<file path="src/rtl/touch_defines.svh">
// timing, threshold, calibration, drift and spread constants for the touch burst scheduler
// assumes a 40 MHz system clock
`ifndef TOUCH_DEFINES_SVH
`define TOUCH_DEFINES_SVH
`define CLK_MHZ            40
`define FAST_GAP_US        1000
`define FAST_GAP_CYC       (`FAST_GAP_US * `CLK_MHZ)
`define SLEEP_US           80000
`define SLEEP_CYC          (`SLEEP_US * `CLK_MHZ)
`define HEALTH_US          15
`define HEALTH_CYC         (`HEALTH_US * `CLK_MHZ)
`define PULSE_MIN_US       10
`define PULSE_MIN_CYC      (`PULSE_MIN_US * `CLK_MHZ)
`define DETECT_THRESH      16'sh000a
`define HYST_COUNTS        16'sh0002
`define CONFIRM_COUNT      3'h4
`define RECAL_MEAS         16'h0100
`define CAL_MEAS           3'h4
`define DRIFT_UP_DIV       8'h40
`define DRIFT_DN_DIV       8'h08
`define SPREAD_PCT_X10     75
`endif

</file>
<file path="src/rtl/touch_pkg.sv">
// types shared by the touch scheduler files
package touch_pkg;
    typedef enum logic [2:0]
    {
        MODE_FAST  = 3'b001,
        MODE_LOW   = 3'b010,
        MODE_PACED = 3'b100
    } run_mode_t;
    typedef enum logic [3:0]
    {
        ST_HEALTH = 4'b0001,
        ST_BURST  = 4'b0010,
        ST_WAIT   = 4'b0100,
        ST_SLEEP  = 4'b1000
    } sched_state_t;
endpackage

</file>
<file path="src/rtl/spread_lfsr.sv">
// pseudo-random dither source for the burst oscillator spread
// assumes a free running clock and synchronous reset
`timescale 1ns/100ps
`default_nettype none
module spread_lfsr
#(
    parameter int W = 8
)
(
    // clock and reset
    input  wire logic         CLK,
    input  wire logic         RST,
    // step enable and dither value
    input  wire logic         STEP,
    output logic [W-1:0]      VALUE
);
    logic [W-1:0] lfsr_q;
    logic [W-1:0] lfsr_d;

    always_comb
    begin
        lfsr_d = lfsr_q;
        if (STEP)
        begin
            lfsr_d = {lfsr_q[W-2:0], lfsr_q[W-1] ^ lfsr_q[W-3] ^ lfsr_q[W-4] ^ lfsr_q[W-5]};
        end
    end

    always_ff @(posedge CLK)
    begin
        if (RST)
        begin
            lfsr_q <= {{(W-1){1'b0}}, 1'b1};
        end
        else
        begin
            lfsr_q <= lfsr_d;
        end
    end

    assign VALUE = lfsr_q;
endmodule
`default_nettype wire

</file>
<file path="src/rtl/touch_burst_scheduler_detector.sv">
// burst scheduling, detection, integration and drift tracking for one key
// assumes the front end returns one signed count per burst request
// Summary of operation
// pin high: burst every 1 ms
// pin low: sleep 80 ms per burst
// low power candidate touch forces fast bursts
// pin sampled at burst end; high stays fast
// low sample in fast: sleep, then paced
// host holds pin low beyond one burst
// paced: each pin edge starts one burst
// pulses longer than the pulse limit: next burst only on falling edge
// pin idle 80 ms: leave paced mode
// paced mode skips consecutive detect filtering
// recalibration timeout counted in measurements
// detect when delta reaches ten counts
// release two counts below threshold
// persistent detection never forces recalibration
// output asserts once counter reaches four
// any miss clears the counter
// full calibration at reset and timeout
// slew-limited drift only without detection
// reference falls faster than it rises
// burst oscillator dithered within 7.5 percent
// output high during confirmed detection
// output released 15 us before each burst
// front end gives one signed count
`timescale 1ns/100ps
`default_nettype none
`include "touch_defines.svh"
module touch_burst_scheduler_detector
    import touch_pkg::*;
#(
    parameter int FAST_GAP = `FAST_GAP_CYC,
    parameter int SLEEP    = `SLEEP_CYC,
    parameter int HEALTH   = `HEALTH_CYC,
    parameter int PULSE    = `PULSE_MIN_CYC
)
(
    // clock and reset
    input  wire logic               CLK,
    input  wire logic               RST,
    // pacing pin
    input  wire logic               PACE,
    // front end burst handshake
    output logic                    BURST_START,
    output logic [7:0]              SPREAD_TRIM,
    input  wire logic               BURST_DONE,
    input  wire logic signed [15:0] BURST_COUNT,
    // detect pin
    output logic                    DETECT_OUT,
    output logic                    DETECT_OE,
    // observation
    output logic [2:0]              RUN_MODE
);
    localparam int TW = 22;

    sched_state_t      st_q, st_d;
    run_mode_t         mode_q, mode_d;
    logic [TW-1:0]     tmr_q, tmr_d;
    logic [TW-1:0]     idle_q, idle_d;
    logic [TW-1:0]     hi_q, hi_d;
    logic              pace_q, short_q, short_d;
    logic              start_q, start_d;
    logic              pend_q, pend_d;
    logic [2:0]        cnt_q, cnt_d;
    logic              det_q, det_d;
    logic              raw_q, raw_d;
    logic signed [15:0] ref_q, ref_d;
    logic [2:0]        cal_q, cal_d;
    logic signed [19:0] acc_q, acc_d;
    logic [15:0]       recal_q, recal_d;
    logic [7:0]        up_q, up_d, dn_q, dn_d;
    logic [7:0]        dither;
    logic [7:0]        trim_q, trim_d;
    logic signed [15:0] delta;
    logic              edge_ev, hit;

    spread_lfsr #(.W(8)) u_lfsr
    (
        .CLK   (CLK),
        .RST   (RST),
        .STEP  (st_q == ST_BURST),
        .VALUE (dither)
    );

    // front end delivers a signed count; delta is rise over reference
    assign delta = BURST_COUNT - ref_q;
    // after a high past the pulse limit the next rise is ignored; falls always wake
    assign edge_ev = (PACE != pace_q) && !(short_q && PACE);

    // scheduler
    always_comb
    begin
        st_d    = st_q;
        mode_d  = mode_q;
        tmr_d   = tmr_q + 1'b1;
        idle_d  = (PACE != pace_q) ? '0 : idle_q + 1'b1;
        hi_d    = PACE ? hi_q + 1'b1 : '0;
        short_d = short_q;
        start_d = 1'b0;
        pend_d  = pend_q;
        trim_d  = trim_q;
        if (!PACE && pace_q)
        begin
            short_d = (hi_q >= TW'(PULSE));
        end
        if (PACE && !pace_q)
        begin
            short_d = 1'b0;
        end
        if (PACE && hi_q == TW'(PULSE))
        begin
            short_d = 1'b1;
        end
        // health already leads to a burst; an edge inside the burst must not be lost
        if (mode_q == MODE_PACED && edge_ev && st_q == ST_BURST)
        begin
            pend_d = 1'b1;
        end
        case (st_q)
            ST_HEALTH:
            begin
                if (tmr_q >= TW'(HEALTH - 1))
                begin
                    st_d    = ST_BURST;
                    start_d = 1'b1;
                    // spread of -8 to +7 codes around nominal trim 8'h80
                    trim_d  = 8'h80 + {4'h0, dither[3:0]} - 8'h08;
                end
            end
            ST_BURST:
            begin
                if (BURST_DONE)
                begin
                    tmr_d  = '0;
                    if (mode_q == MODE_FAST && !PACE)
                    begin
                        mode_d = MODE_PACED;
                        st_d   = ST_SLEEP;
                    end
                    else if (mode_q == MODE_FAST)
                    begin
                        st_d = ST_WAIT;
                    end
                    else if (mode_q == MODE_LOW && (raw_d || cnt_d != 3'h0) && !det_d)
                    begin
                        st_d = ST_WAIT;
                    end
                    else
                    begin
                        st_d = ST_SLEEP;
                    end
                end
            end
            ST_WAIT:
            begin
                if (tmr_q >= TW'(FAST_GAP - 1))
                begin
                    st_d  = ST_HEALTH;
                    tmr_d = '0;
                end
            end
            ST_SLEEP:
            begin
                if (mode_q == MODE_PACED)
                begin
                    if (pend_q || edge_ev)
                    begin
                        st_d   = ST_HEALTH;
                        tmr_d  = '0;
                        pend_d = 1'b0;
                    end
                    else if (idle_q >= TW'(SLEEP))
                    begin
                        mode_d = PACE ? MODE_FAST : MODE_LOW;
                        st_d   = ST_HEALTH;
                        tmr_d  = '0;
                    end
                end
                else if (tmr_q >= TW'(SLEEP - 1))
                begin
                    st_d  = ST_HEALTH;
                    tmr_d = '0;
                    if (PACE)
                    begin
                        mode_d = MODE_FAST;
                    end
                end
            end
            default:
            begin
                st_d  = ST_HEALTH;
                tmr_d = '0;
            end
        endcase
    end

    // detection, integration, calibration and drift
    always_comb
    begin
        cnt_d   = cnt_q;
        det_d   = det_q;
        raw_d   = raw_q;
        ref_d   = ref_q;
        cal_d   = cal_q;
        acc_d   = acc_q;
        recal_d = recal_q;
        up_d    = up_q;
        dn_d    = dn_q;
        hit     = 1'b0;
        if (st_q == ST_BURST && BURST_DONE)
        begin
            if (cal_q != 3'h0)
            begin
                // average a few bursts into a fresh reference
                acc_d = acc_q + 20'(BURST_COUNT);
                cal_d = cal_q - 1'b1;
                if (cal_q == 3'h1)
                begin
                    ref_d = 16'(acc_d >>> 2);
                    acc_d = '0;
                end
                cnt_d = 3'h0;
                det_d = 1'b0;
                raw_d = 1'b0;
            end
            else
            begin
                if (det_q)
                begin
                    hit = delta >= (`DETECT_THRESH - `HYST_COUNTS);
                end
                else
                begin
                    hit = delta >= `DETECT_THRESH;
                end
                raw_d = hit;
                if (!hit)
                begin
                    cnt_d = 3'h0;
                    det_d = 1'b0;
                end
                else if (mode_q == MODE_PACED)
                begin
                    det_d = 1'b1;
                end
                else if (cnt_q + 1'b1 >= `CONFIRM_COUNT)
                begin
                    cnt_d = `CONFIRM_COUNT;
                    det_d = 1'b1;
                end
                else
                begin
                    cnt_d = cnt_q + 1'b1;
                end
                // timeout counts measurements, cleared while detecting
                if (det_d || hit)
                begin
                    recal_d = '0;
                end
                else if (recal_q >= `RECAL_MEAS - 1'b1)
                begin
                    recal_d = '0;
                    cal_d   = `CAL_MEAS;
                    acc_d   = '0;
                end
                else
                begin
                    recal_d = recal_q + 1'b1;
                end
                // one count per several bursts; falling rate is faster
                if (!hit && !det_q)
                begin
                    if (delta > 0)
                    begin
                        dn_d = '0;
                        up_d = up_q + 1'b1;
                        if (up_q >= `DRIFT_UP_DIV - 1'b1)
                        begin
                            up_d  = '0;
                            ref_d = ref_q + 16'sh0001;
                        end
                    end
                    else if (delta < 0)
                    begin
                        up_d = '0;
                        dn_d = dn_q + 1'b1;
                        if (dn_q >= `DRIFT_DN_DIV - 1'b1)
                        begin
                            dn_d  = '0;
                            ref_d = ref_q - 16'sh0001;
                        end
                    end
                end
            end
        end
    end

    always_ff @(posedge CLK)
    begin
        if (RST)
        begin
            st_q    <= ST_HEALTH;
            mode_q  <= MODE_LOW;
            tmr_q   <= '0;
            idle_q  <= '0;
            hi_q    <= '0;
            pace_q  <= 1'b0;
            short_q <= 1'b0;
            start_q <= 1'b0;
            pend_q  <= 1'b0;
            trim_q  <= 8'h80;
            cnt_q   <= 3'h0;
            det_q   <= 1'b0;
            raw_q   <= 1'b0;
            ref_q   <= 16'sh0000;
            cal_q   <= `CAL_MEAS;
            acc_q   <= '0;
            recal_q <= '0;
            up_q    <= '0;
            dn_q    <= '0;
        end
        else
        begin
            st_q    <= st_d;
            mode_q  <= mode_d;
            tmr_q   <= tmr_d;
            idle_q  <= idle_d;
            hi_q    <= hi_d;
            pace_q  <= PACE;
            short_q <= short_d;
            start_q <= start_d;
            pend_q  <= pend_d;
            trim_q  <= trim_d;
            cnt_q   <= cnt_d;
            det_q   <= det_d;
            raw_q   <= raw_d;
            ref_q   <= ref_d;
            cal_q   <= cal_d;
            acc_q   <= acc_d;
            recal_q <= recal_d;
            up_q    <= up_d;
            dn_q    <= dn_d;
        end
    end

    assign BURST_START = start_q;
    assign SPREAD_TRIM = trim_q;
    assign DETECT_OUT  = det_q;
    // pin floats only for the health window
    assign DETECT_OE   = (st_q != ST_HEALTH);
    assign RUN_MODE    = mode_q;
endmodule
`default_nettype wire

</file>
<file path="config.mk">
export PLATFORM = sky130hd
export DESIGN_NAME = touch_burst_scheduler_detector
export DESIGN_NICKNAME = d
export VERILOG_FILES = /design/src/rtl/touch_pkg.sv /design/src/rtl/spread_lfsr.sv /design/src/rtl/touch_burst_scheduler_detector.sv
export VERILOG_INCLUDE_DIRS = /design/src /design/src/rtl
export SDC_FILE = /design/constraint.sdc
export NUM_CORES = 1
export LEC_CHECK = 0
export BUFFER_PORTS_ARGS = -buffer_cell sky130_fd_sc_hd__buf_2
export CORE_MARGIN = 4
export CORE_UTILIZATION = 53
export CTS_CLUSTER_DIAMETER = 60
export DETAILED_ROUTE_END_ITERATION = 6
export GPL_ROUTABILITY_DRIVEN = 0
export MAX_ROUTING_LAYER = met4
export PLACE_DENSITY = 0.7
export SYNTH_ARGS = -nofsm -noshare
export SYNTH_HDL_FRONTEND = slang
export SYNTH_SLANG_ARGS = --single-unit
</file>
<file path="constraint.sdc">
create_clock -name CLK -period 14.1 [get_ports CLK]
set_input_delay 0.705 -clock CLK [delete_from_list [all_inputs] [get_ports CLK]]
set_output_delay 0.705 -clock CLK [all_outputs]
set_load 0.02 [all_outputs]
</file>
# After elaboration in Yosys (flattened, before gate mapping)
# Cells that the tools add are included.
# Widths: inputs -> output; s select.
# totals
reg_bits	169
elab_cells	190
in_bits	20
output_inout_bits	14
# op_classes
n_reduce_logical	40
n_lt_le_gt_ge	13
bitwise	6
n_addsub	14
eq_ne	23
mux	74
# ops
cell	count
$mux 16	9
$mux 22	6
$pmux 22 s4	1
$mux 20	4
$add 22x1->22 const B	3
$mux 8	6
$mux 3	15
$ge 22x22->1 const B	2
$mux 4	10
$ge 16x5->1 const B	2
$eq 22x9->1 const B	1
$ge 22x10->1 const B	1
$ge 22x16->1 const B	1
$ge 22x9->1 const B	1
$add 20x16->20	1
$mux 1	20
$add 16x1->16 const B	1
$add 16x2->16 const B	1
$add 8x1->8 const B	2
$ge 16x8->1 const B	1
$gt 16x1->1 const B	1
$lt 16x1->1 const B	1
$pmux 4 s4	1
$sub 16x16->16	1
38 further kinds	78

# Depth between registers and ports, before layout
# Gate-level depths: netlist of the first run.
# logic_depth
ltp_word	17
ltp_mapped	22
mapped_depth_nobuf	22

# Modules after synthesis
# From an unflattened synthesis of the first run, not the netlist that was laid out.
# unflattened
cells_unflattened	1125
area_unflattened_um2	9400.3
# by_module_without_submodules
module	seq_area_each_um2	n_inst	area_each_um2	cells_each
touch_burst_scheduler_detector	3103.0	1	9093.7	1095
spread_lfsr	160.2	1	306.5	30

# Least setup slack after synthesis of the first run
# OpenSTA, ideal clock, no wires.
# synth_path
path_type	input to register
startpoint	in BURST_COUNT[4]
endpoint	reg ref_q[15]
setup_time_ns	0.120
cell_stages	20
arrival_ns	5.880
required_ns	13.980
path_slack_ns	8.100
path_buffers	0
cell_sequence	ha_1 and2_4 a311o_1 or4_1 a221oi_2 o2111ai_1 nor4_4 a31oi_1 inv_1 ha_1 a211o_1 a211oi_1 o311ai_0 or4_1 a311oi_1 o21bai_1 a21oi_1 xor2_1 and4b_1 o31a_1
# synth_between
elab_chain_cells	9
word_cells_on_any_way	20
cone_classes	2 x add/sub; 4 x order compare; 1 x eq/ne; 7 x mux; 6 x reduce/logical
# synth_rtl
item	line_no	rtl
from (decl)	touch_burst_scheduler_detector.sv:48	input wire logic signed [15:0] BURST_COUNT,
$sub 16x16->16	touch_burst_scheduler_detector.sv:87	assign delta = BURST_COUNT - ref_q;
$ge 16x5->1 (on tied branches)	n/a	
$mux 1	touch_burst_scheduler_detector.sv:229	if (det_q)
$mux 1	touch_burst_scheduler_detector.sv:213	if (cal_q != 3'h0)
$mux 1	touch_burst_scheduler_detector.sv:211	if (st_q == ST_BURST && BURST_DONE)
$logic_not 1->1	touch_burst_scheduler_detector.sv:272	if (!hit && !det_q)
$logic_and 1x1->1	touch_burst_scheduler_detector.sv:272	
$reduce_bool 2->1 (no line)	n/a	
$reduce_and 6->1 (no line)	n/a	
to (signal assigned)	touch_burst_scheduler_detector.sv:338	ref_q <= ref_d;
to (decl)	touch_burst_scheduler_detector.sv:68	logic signed [15:0] ref_q, ref_d;
# Parallel ways exist; a longest one is shown, timed or not. The select of a mux whose other input is x is not followed.
# A chain may end at the register's enable or synchronous reset.

# Worst setup path after layout of the first run
# layout_path
startpoint	reg ref_q[4]
endpoint	reg ref_q[15]
# layout_between
elab_chain_cells	9
word_cells_on_any_way	23
cone_classes	3 x add/sub; 4 x order compare; 1 x eq/ne; 9 x mux; 6 x reduce/logical
# layout_rtl
item	line_no
$sub 16x16->16	touch_burst_scheduler_detector.sv:87
$ge 16x5->1 (on tied branches)	n/a
$mux 1	touch_burst_scheduler_detector.sv:229
$mux 1	touch_burst_scheduler_detector.sv:213
$mux 1	touch_burst_scheduler_detector.sv:211
$logic_not 1->1	touch_burst_scheduler_detector.sv:272
$logic_and 1x1->1	touch_burst_scheduler_detector.sv:272
$reduce_bool 2->1 (no line)	n/a
$reduce_and 6->1 (no line)	n/a
# Parallel ways exist; a longest one is shown, timed or not. The select of a mux whose other input is x is not followed.

==> results.cfg, run 1 <==
[global_routing]
grt_max_degree = 57
grt_pass1_wl_microns = 35900
grt_pass1_vias = 7745
grt_overflow = 0
antenna_found_initial = 1
grtUsageTotal_pct = 22.2

[clock_network]
cts_tree = built
cts.path.max_buffers = 2
cts-hold-fix-buffers = 0
clkTransAtPathRegs_ns = 0.07
clock-sinks = 164
cts_setup_buffers = 0
insertion_delay_ns = 0.43
h-tree-depth = 4
clockRootBuffer = clkbuf_16
cts.repair.resized = 0
cts_buffers = 17

[place]
preCtsSetupSlack_ns = 7.32
dpl.hpwl_microns = 14900
port_buffers = 33
place_area_sq_um = 9760

[finish]
final_common_cell = nor2_1
drive_above_1_share_pct = 7.61
fin_nets = 1250
final_cell_mix = nor2_1 (180), dfxtp_1 (164), nand2_1 (91)
nFillCells = 1590
final_area_sq_um = 10300
area_growth_pct = 9.44

[synthesis]
syn_area_sq_um = 9440
syn_nets = 1238
synth_edf_count = 0
synth_compound_area_share_pct = 16.2
synth_fa_ha_area_share_pct = 8.19
synth-xor-area-share_pct = 10.7
async_flop_share_pct = 0
ys_warn_count = 0
avgSynthCellArea_sq_um = 8.15
ys.flop_type = dfxtp_1
synth-simple-area-share_pct = 24.9
synth-seq-area-share_pct = 34.8
synth_top_family_by_area = simple AND/OR/NAND/NOR gates
ys_ff_latch = 164
ys_types = 68
muxShareOfSynthArea_pct = 1.30
syn_inst = 1158

[power]
ir_worst_vdd_mv = 0.0809
power_switching_uw = 249
combPwrFrac_pct = 7.6
power_density_nw_per_um2 = 96.1
p_int_uw = 743
pwr-share-clk_pct = 45.5
p_leak_nw = 4.03
p_sw_share_pct = 25.1
pwr-share-seq_pct = 46.9

[setup_path]
crit_buf_inv = 2
critical_path_required_ns = 14.42
critPathTopFamily = compound AO/OA/AOI/OAI gates
slowest_stage = or4_1
reg2reg_setup_slack_ns = 7.71
crit_path_start_kind = flop
cp_max_fo = 15
r2r_cells = 21
worst-path-stages = 21
crit_chain = inv_1 > ha_1 > and2_4 > a311o_1 > or4_1 > a221oi_2 > o2111ai_1 > nor4_4 > a31oi_1 > inv_1 > ha_1 > a211o_1 > a211oi_1 > o311ai_0 > or4_1 > a311oi_1 > o21bai_1 > a21oi_1 > xor2_1 > and4b_1 > o31a_1
crit_arrival_ns = 6.71
slowest_delay_ns = 0.50
setup.worst_path.end = ref_q[15]
rr_startpoint = ref_q[4]
critPathLaunch = ref_q[4]
crit_type = reg2reg
endpoint_kind = flop
reg2reg_to = ref_q[15]

[sta]
skew_ns = 0.0120
fin_crit_ns = 6.39
setup_viol = 0
fmax_mhz = 156
rsz0062_at_grt = no
report.final.slew_viol_count = 0
slew_headroom_pct = 29.3
tightestPinTransition_ns = 1.06
hold_viol = 0
setup_slack_ns = 7.71
min_period_over_period_pct = 45.3
setup_tns_ns = 0

[status]
status = complete, no violations

[route]
drt_iter0_markers = 505
drtAntennaViolNets = 0
drcViolationCount = 0
firstDrtPassIters = 5
routedWlPerCell_microns = 14.9
avgViaCountPerCell = 5.75
vias = 8098
routed_wl_microns = 21000

[die]
rows = 48
pin_count = 34
die_y_microns = 141
die_w_microns = 141
core_area_sq_um = 17400
dieArea_sq_um = 20000
start_util_pct = 54.4

[flow_run]
max_cap_violations = 0

[min_path]
hp-class = reg2reg
-- power groups by stage --
stage	clock network [mW]	logic [mW]	registers, mW
floorplan	0	0.0557	0.476
global placement	0	0.0737	0.477
detailed placement	0	0.0742	0.477
CTS	0.464	0.0747	0.466
global route	0.482	0.0839	0.466
finish	0.452	0.0750	0.466
-- how the worst min path moves through the flow --
stage / end / slack (ns) / cells after the start / from
after global placement: tmr_q[0] / 0.43 / 1 / tmr_q[0]
after detailed placement: tmr_q[0] / 0.44 / 1 / tmr_q[0]
after CTS: tmr_q[0] / 0.46 / 1 / tmr_q[0]
final: tmr_q[0] / 0.45 / 1 / tmr_q[0]
after floorplan: tmr_q[0] / 0.42 / 1 / tmr_q[0]
after global routing: tmr_q[0] / 0.48 / 1 / tmr_q[0]
-- synth_stat cells (9+ instances only) --
library cell  count  area [sq um]
xor2_1           69           604
a21o_1           11          82.6
nor4_1           25           156
a31oi_1          13          81.3
xnor2_1          46           403
o21a_1           12          90.1
dfxtp_1         164          3280
nand4_1          20           125
a211oi_1         10          75.1
clkbuf_1         40           150
nand3_1          50           250
nand2b_1          9          56.3
nor2_1          180           676
or3_1            11          68.8
a21oi_1          73           365
and3_1           25           156
and2_1            9          56.3
nor3_1           26           130
a311oi_1         10          87.6
o21ai_0          32           160
mux2i_1          10           100
inv_1            45           169
nand2_1          91           342
ha_1             57           713
-- worst register-to-register path: cells and delay by family (launching register included) --
| family | cells | cell delay, ns |
|---|---|---|
| xor gates and xnor gates | 1 | 0.10 |
| DFF | 1 | 0.34 |
| adders and majority gates | 2 | 0.72 |
| AOI/OAI and AO/OA | 11 | 2.73 |
| and+or+nand+nor | 5 | 1.85 |
| buffers and inverters | 2 | 0.54 |
-- layout make-up --
| class | count | area (sq um) | area share [%] |
|---|---|---|---|
| Multi-Input combinational cell | 900 | 5800 | 56.1 |
| Inverter | 46 | 173 | 1.67 |
| Tap cell | 225 | 282 | 2.72 |
| Sequential cell | 164 | 3280 | 31.8 |
| Clock buffer | 20 | 447 | 4.32 |
| Clock inverter | 12 | 123 | 1.19 |
| Timing Repair Buffer | 41 | 225 | 2.18 |
| Antenna cell | 1 | 2.50 | 0.0242 |
-- per-layer routing --
layer / vias to the layer above / part of all wire, % / GRT usage (%)
met1: 3777 / 48 / 29.2
met2: 158 / 45 / 34.5
met3: 25 / 5.0 / 4.75
met5: - / 0 / -
met4: 0 / 1.4 / 6.26
li1: 4138 / - / -
-- logic make-up after synthesis --
logic type	Yosys count
and+or+nand+nor	488
AOI/OAI and AO/OA	225
DFF	164
xor gates and xnor gates	115
buffers and inverters	94
adders and majority gates	60
muxes	12
-- per-stage QoR --
step	instances	hold slack, ns	power, mW	utilization [%]
floorplan	1158	0.418	0.532	-
global placement	1376	0.431	0.550	56.2
detailed placement	1376	0.440	0.551	56.2
CTS	1408	0.455	1.00	59.5
global route	1409	0.480	1.03	59.5
finish	1409	0.447	0.993	59.5
-- registers in the layout (all words and copies together) (netlist names), 5 cells and up --
name / flops
recal_q: 16
ref_q: 16
up_q: 8
acc_q: 18
dn_q: 8
tmr_q: 22
idle_q: 22
u_lfsr.VALUE: 8
hi_q: 22
SPREAD_TRIM: 5
Power figures use the tool's default switching activity.
==> inputs of run 2 (changes only) <==
==> constraint.sdc (replaced) <==
create_clock -name CLK -period 6.5 [get_ports CLK]
set_input_delay 0.325 -clock CLK [delete_from_list [all_inputs] [get_ports CLK]]
set_output_delay 0.325 -clock CLK [all_outputs]
set_load 0.02 [all_outputs]
==> results.cfg, run 2 (synthesis results as in run 1) <==
[status]
status = complete, no violations

[setup_path]
reg2reg_to = ref_q[15]
crit_arrival_ns = 6.36
crit_type = reg2reg
crit_path_start_kind = flop
endpoint_kind = flop
reg2reg_setup_slack_ns = 0.45
rr_startpoint = ref_q[0]
critical_path_required_ns = 6.81
cp_max_fo = 12
r2r_cells = 22

[finish]
drive_above_1_share_pct = 7.94
fin_nets = 1251
final_common_cell = nor2_1
final_cell_mix = nor2_1 (180), dfxtp_1 (164), nand2_1 (91)
top_regs = hi_q: 22 flops, idle_q: 22 flops, tmr_q: 22 flops
area_growth_pct = 9.91
post-route-util_pct = 59.8

[global_routing]
grt_max_degree = 57
grt_overflow = 0
antenna_found_initial = 1
grtUsageTotal_pct = 21.9
grt_pass1_wl_microns = 35600
grt_pass1_vias = 7519

[clock_network]
clockRootBuffer = clkbuf_16
cts_setup_buffers = 0
cts.repair.resized = 0
cts.path.max_buffers = 2
cts-hold-fix-buffers = 0
clkTransAtPathRegs_ns = 0.06
h-tree-depth = 4
insertion_delay_ns = 0.43
cts_buffers = 17
clock-sinks = 164
cts_tree = built

[die]
die_y_microns = 141
die_w_microns = 141
core_area_sq_um = 17400
rows = 48
pin_count = 34
dieArea_sq_um = 20000
start_util_pct = 54.4

[sta]
fin_crit_ns = 6.05
setup_slack_ns = 0.453
tightestPinTransition_ns = 1.08
fmax_mhz = 165
report.final.slew_viol_count = 0
setup_viol = 0
setup_tns_ns = 0
skew_ns = 0.00984
min_period_over_period_pct = 93.0
rsz0062_at_grt = no
hold_viol = 0
slew_headroom_pct = 27.8

[power]
combPwrFrac_pct = 7.6
power_mw = 2.20
pwr-share-seq_pct = 45.9
p_sw_share_pct = 24.5
pwr-share-clk_pct = 46.5
power_switching_uw = 540
ir_worst_vdd_mv = 0.201
p_leak_nw = 4.05
p_int_mw = 1.66
power_density_nw_per_um2 = 212

[place]
dpl.hpwl_microns = 14900
preCtsSetupSlack_ns = 0.385
port_buffers = 33

[route]
drtAntennaViolNets = 0
firstDrtPassIters = 5
drt_iter0_markers = 398
routedWlPerCell_microns = 15.0
routed_wl_microns = 21200
avgViaCountPerCell = 5.74
vias = 8088
drcViolationCount = 0

[min_path]
min_delay_path_depth = 4
hp-class = in2reg
holdPathEnd = RUN_MODE[2]
hold_start = BURST_DONE

[flow_run]
max_cap_violations = 0
[run 2: cell types whose count changed in the layout (fill, tap and decap cells not counted), sizes merged]
cell / delta
clkinv: -1
bufinv: +1
clkinvlp: +1
clkbuf: -1
buf: +1
[run 2: worst max-delay path, stage by stage, from the launching register on]
cell,delay [ns]
dfxtp_1,0.38
ha_1,0.25
fa_1,0.39
nor2b_1,0.23
o2111ai_1,0.20
and4_1,0.25
o31ai_1,0.28
xor2_1,0.14
nor4_4,0.43
a31oi_1,0.23
inv_1,0.18
buf_4,0.23
ha_1,0.29
o21a_1,0.15
a211oi_1,0.38
o311ai_0,0.29
or4_1,0.51
a311oi_2,0.30
o21bai_1,0.10
a21oi_1,0.17
xor2_1,0.10
and4b_1,0.21
o31a_1,0.23
[run 2: per-stage QoR]
| stage | cells | hold WS (ns) | instance area, sq um |
|---|---|---|---|
| 2_1_floorplan | 1158 | 0.418 | 9440 |
| 3_3_place_gp | 1377 | 0.433 | 9770 |
| 3_5_place_dp | 1377 | 0.442 | 9770 |
| 4_1_cts | 1409 | 0.311 | 10400 |
| 5_1_grt | 1410 | 0.332 | 10400 |
| 6_report | 1410 | 0.329 | 10400 |
[run 2: area by class of cell]
| type | count | area [sq um] |
|---|---|---|
| repair buffers | 42 | 233 |
| multi-input cells | 900 | 5800 |
| inverters | 46 | 173 |
| diodes | 1 | 2.50 |
| clock inverters | 13 | 148 |
| flip-flops and latches | 164 | 3280 |
| fillers | 1619 | 6980 |
| well taps | 225 | 282 |
| clock buffers | 19 | 453 |
[run 2: power groups by stage]
stage | clock, mW | sequential, mW | combinational [mW]
3_3_place_gp | 0 | 1.03 | 0.161
5_1_grt | 1.09 | 1.01 | 0.185
3_5_place_dp | 0 | 1.03 | 0.163
6_report | 1.02 | 1.01 | 0.166
2_1_floorplan | 0 | 1.03 | 0.121
4_1_cts | 1.05 | 1.01 | 0.165
[run 2: routing by layer]
metal | vias up | share of wire, % | global-route usage [%] | wire length [microns]
li1 | 4134 | - | - | -
met1 | 3758 | 48 | 28.6 | 10100
met2 | 163 | 46 | 34.9 | 9770
met3 | 33 | 4.1 | 3.54 | 873
met4 | 0 | 2.1 | 7.42 | 454
met5 | - | 0 | - | 0
[run 2: worst max path at each step]
stage / endpoint / cells past startpoint / startpoint / slack [ns]
6_report: ref_q[15] / 22 / ref_q[0] / 0.45
5_1_grt: ref_q[15] / 22 / ref_q[4] / 0.03
4_1_cts: ref_q[15] / 22 / ref_q[1] / 0.33
3_5_place_dp: ref_q[15] / 22 / BURST_COUNT[4] / 0.38
3_3_place_gp: ref_q[15] / 22 / BURST_COUNT[4] / 0.49
2_1_floorplan: ref_q[15] / 21 / ref_q[4] / 0.86
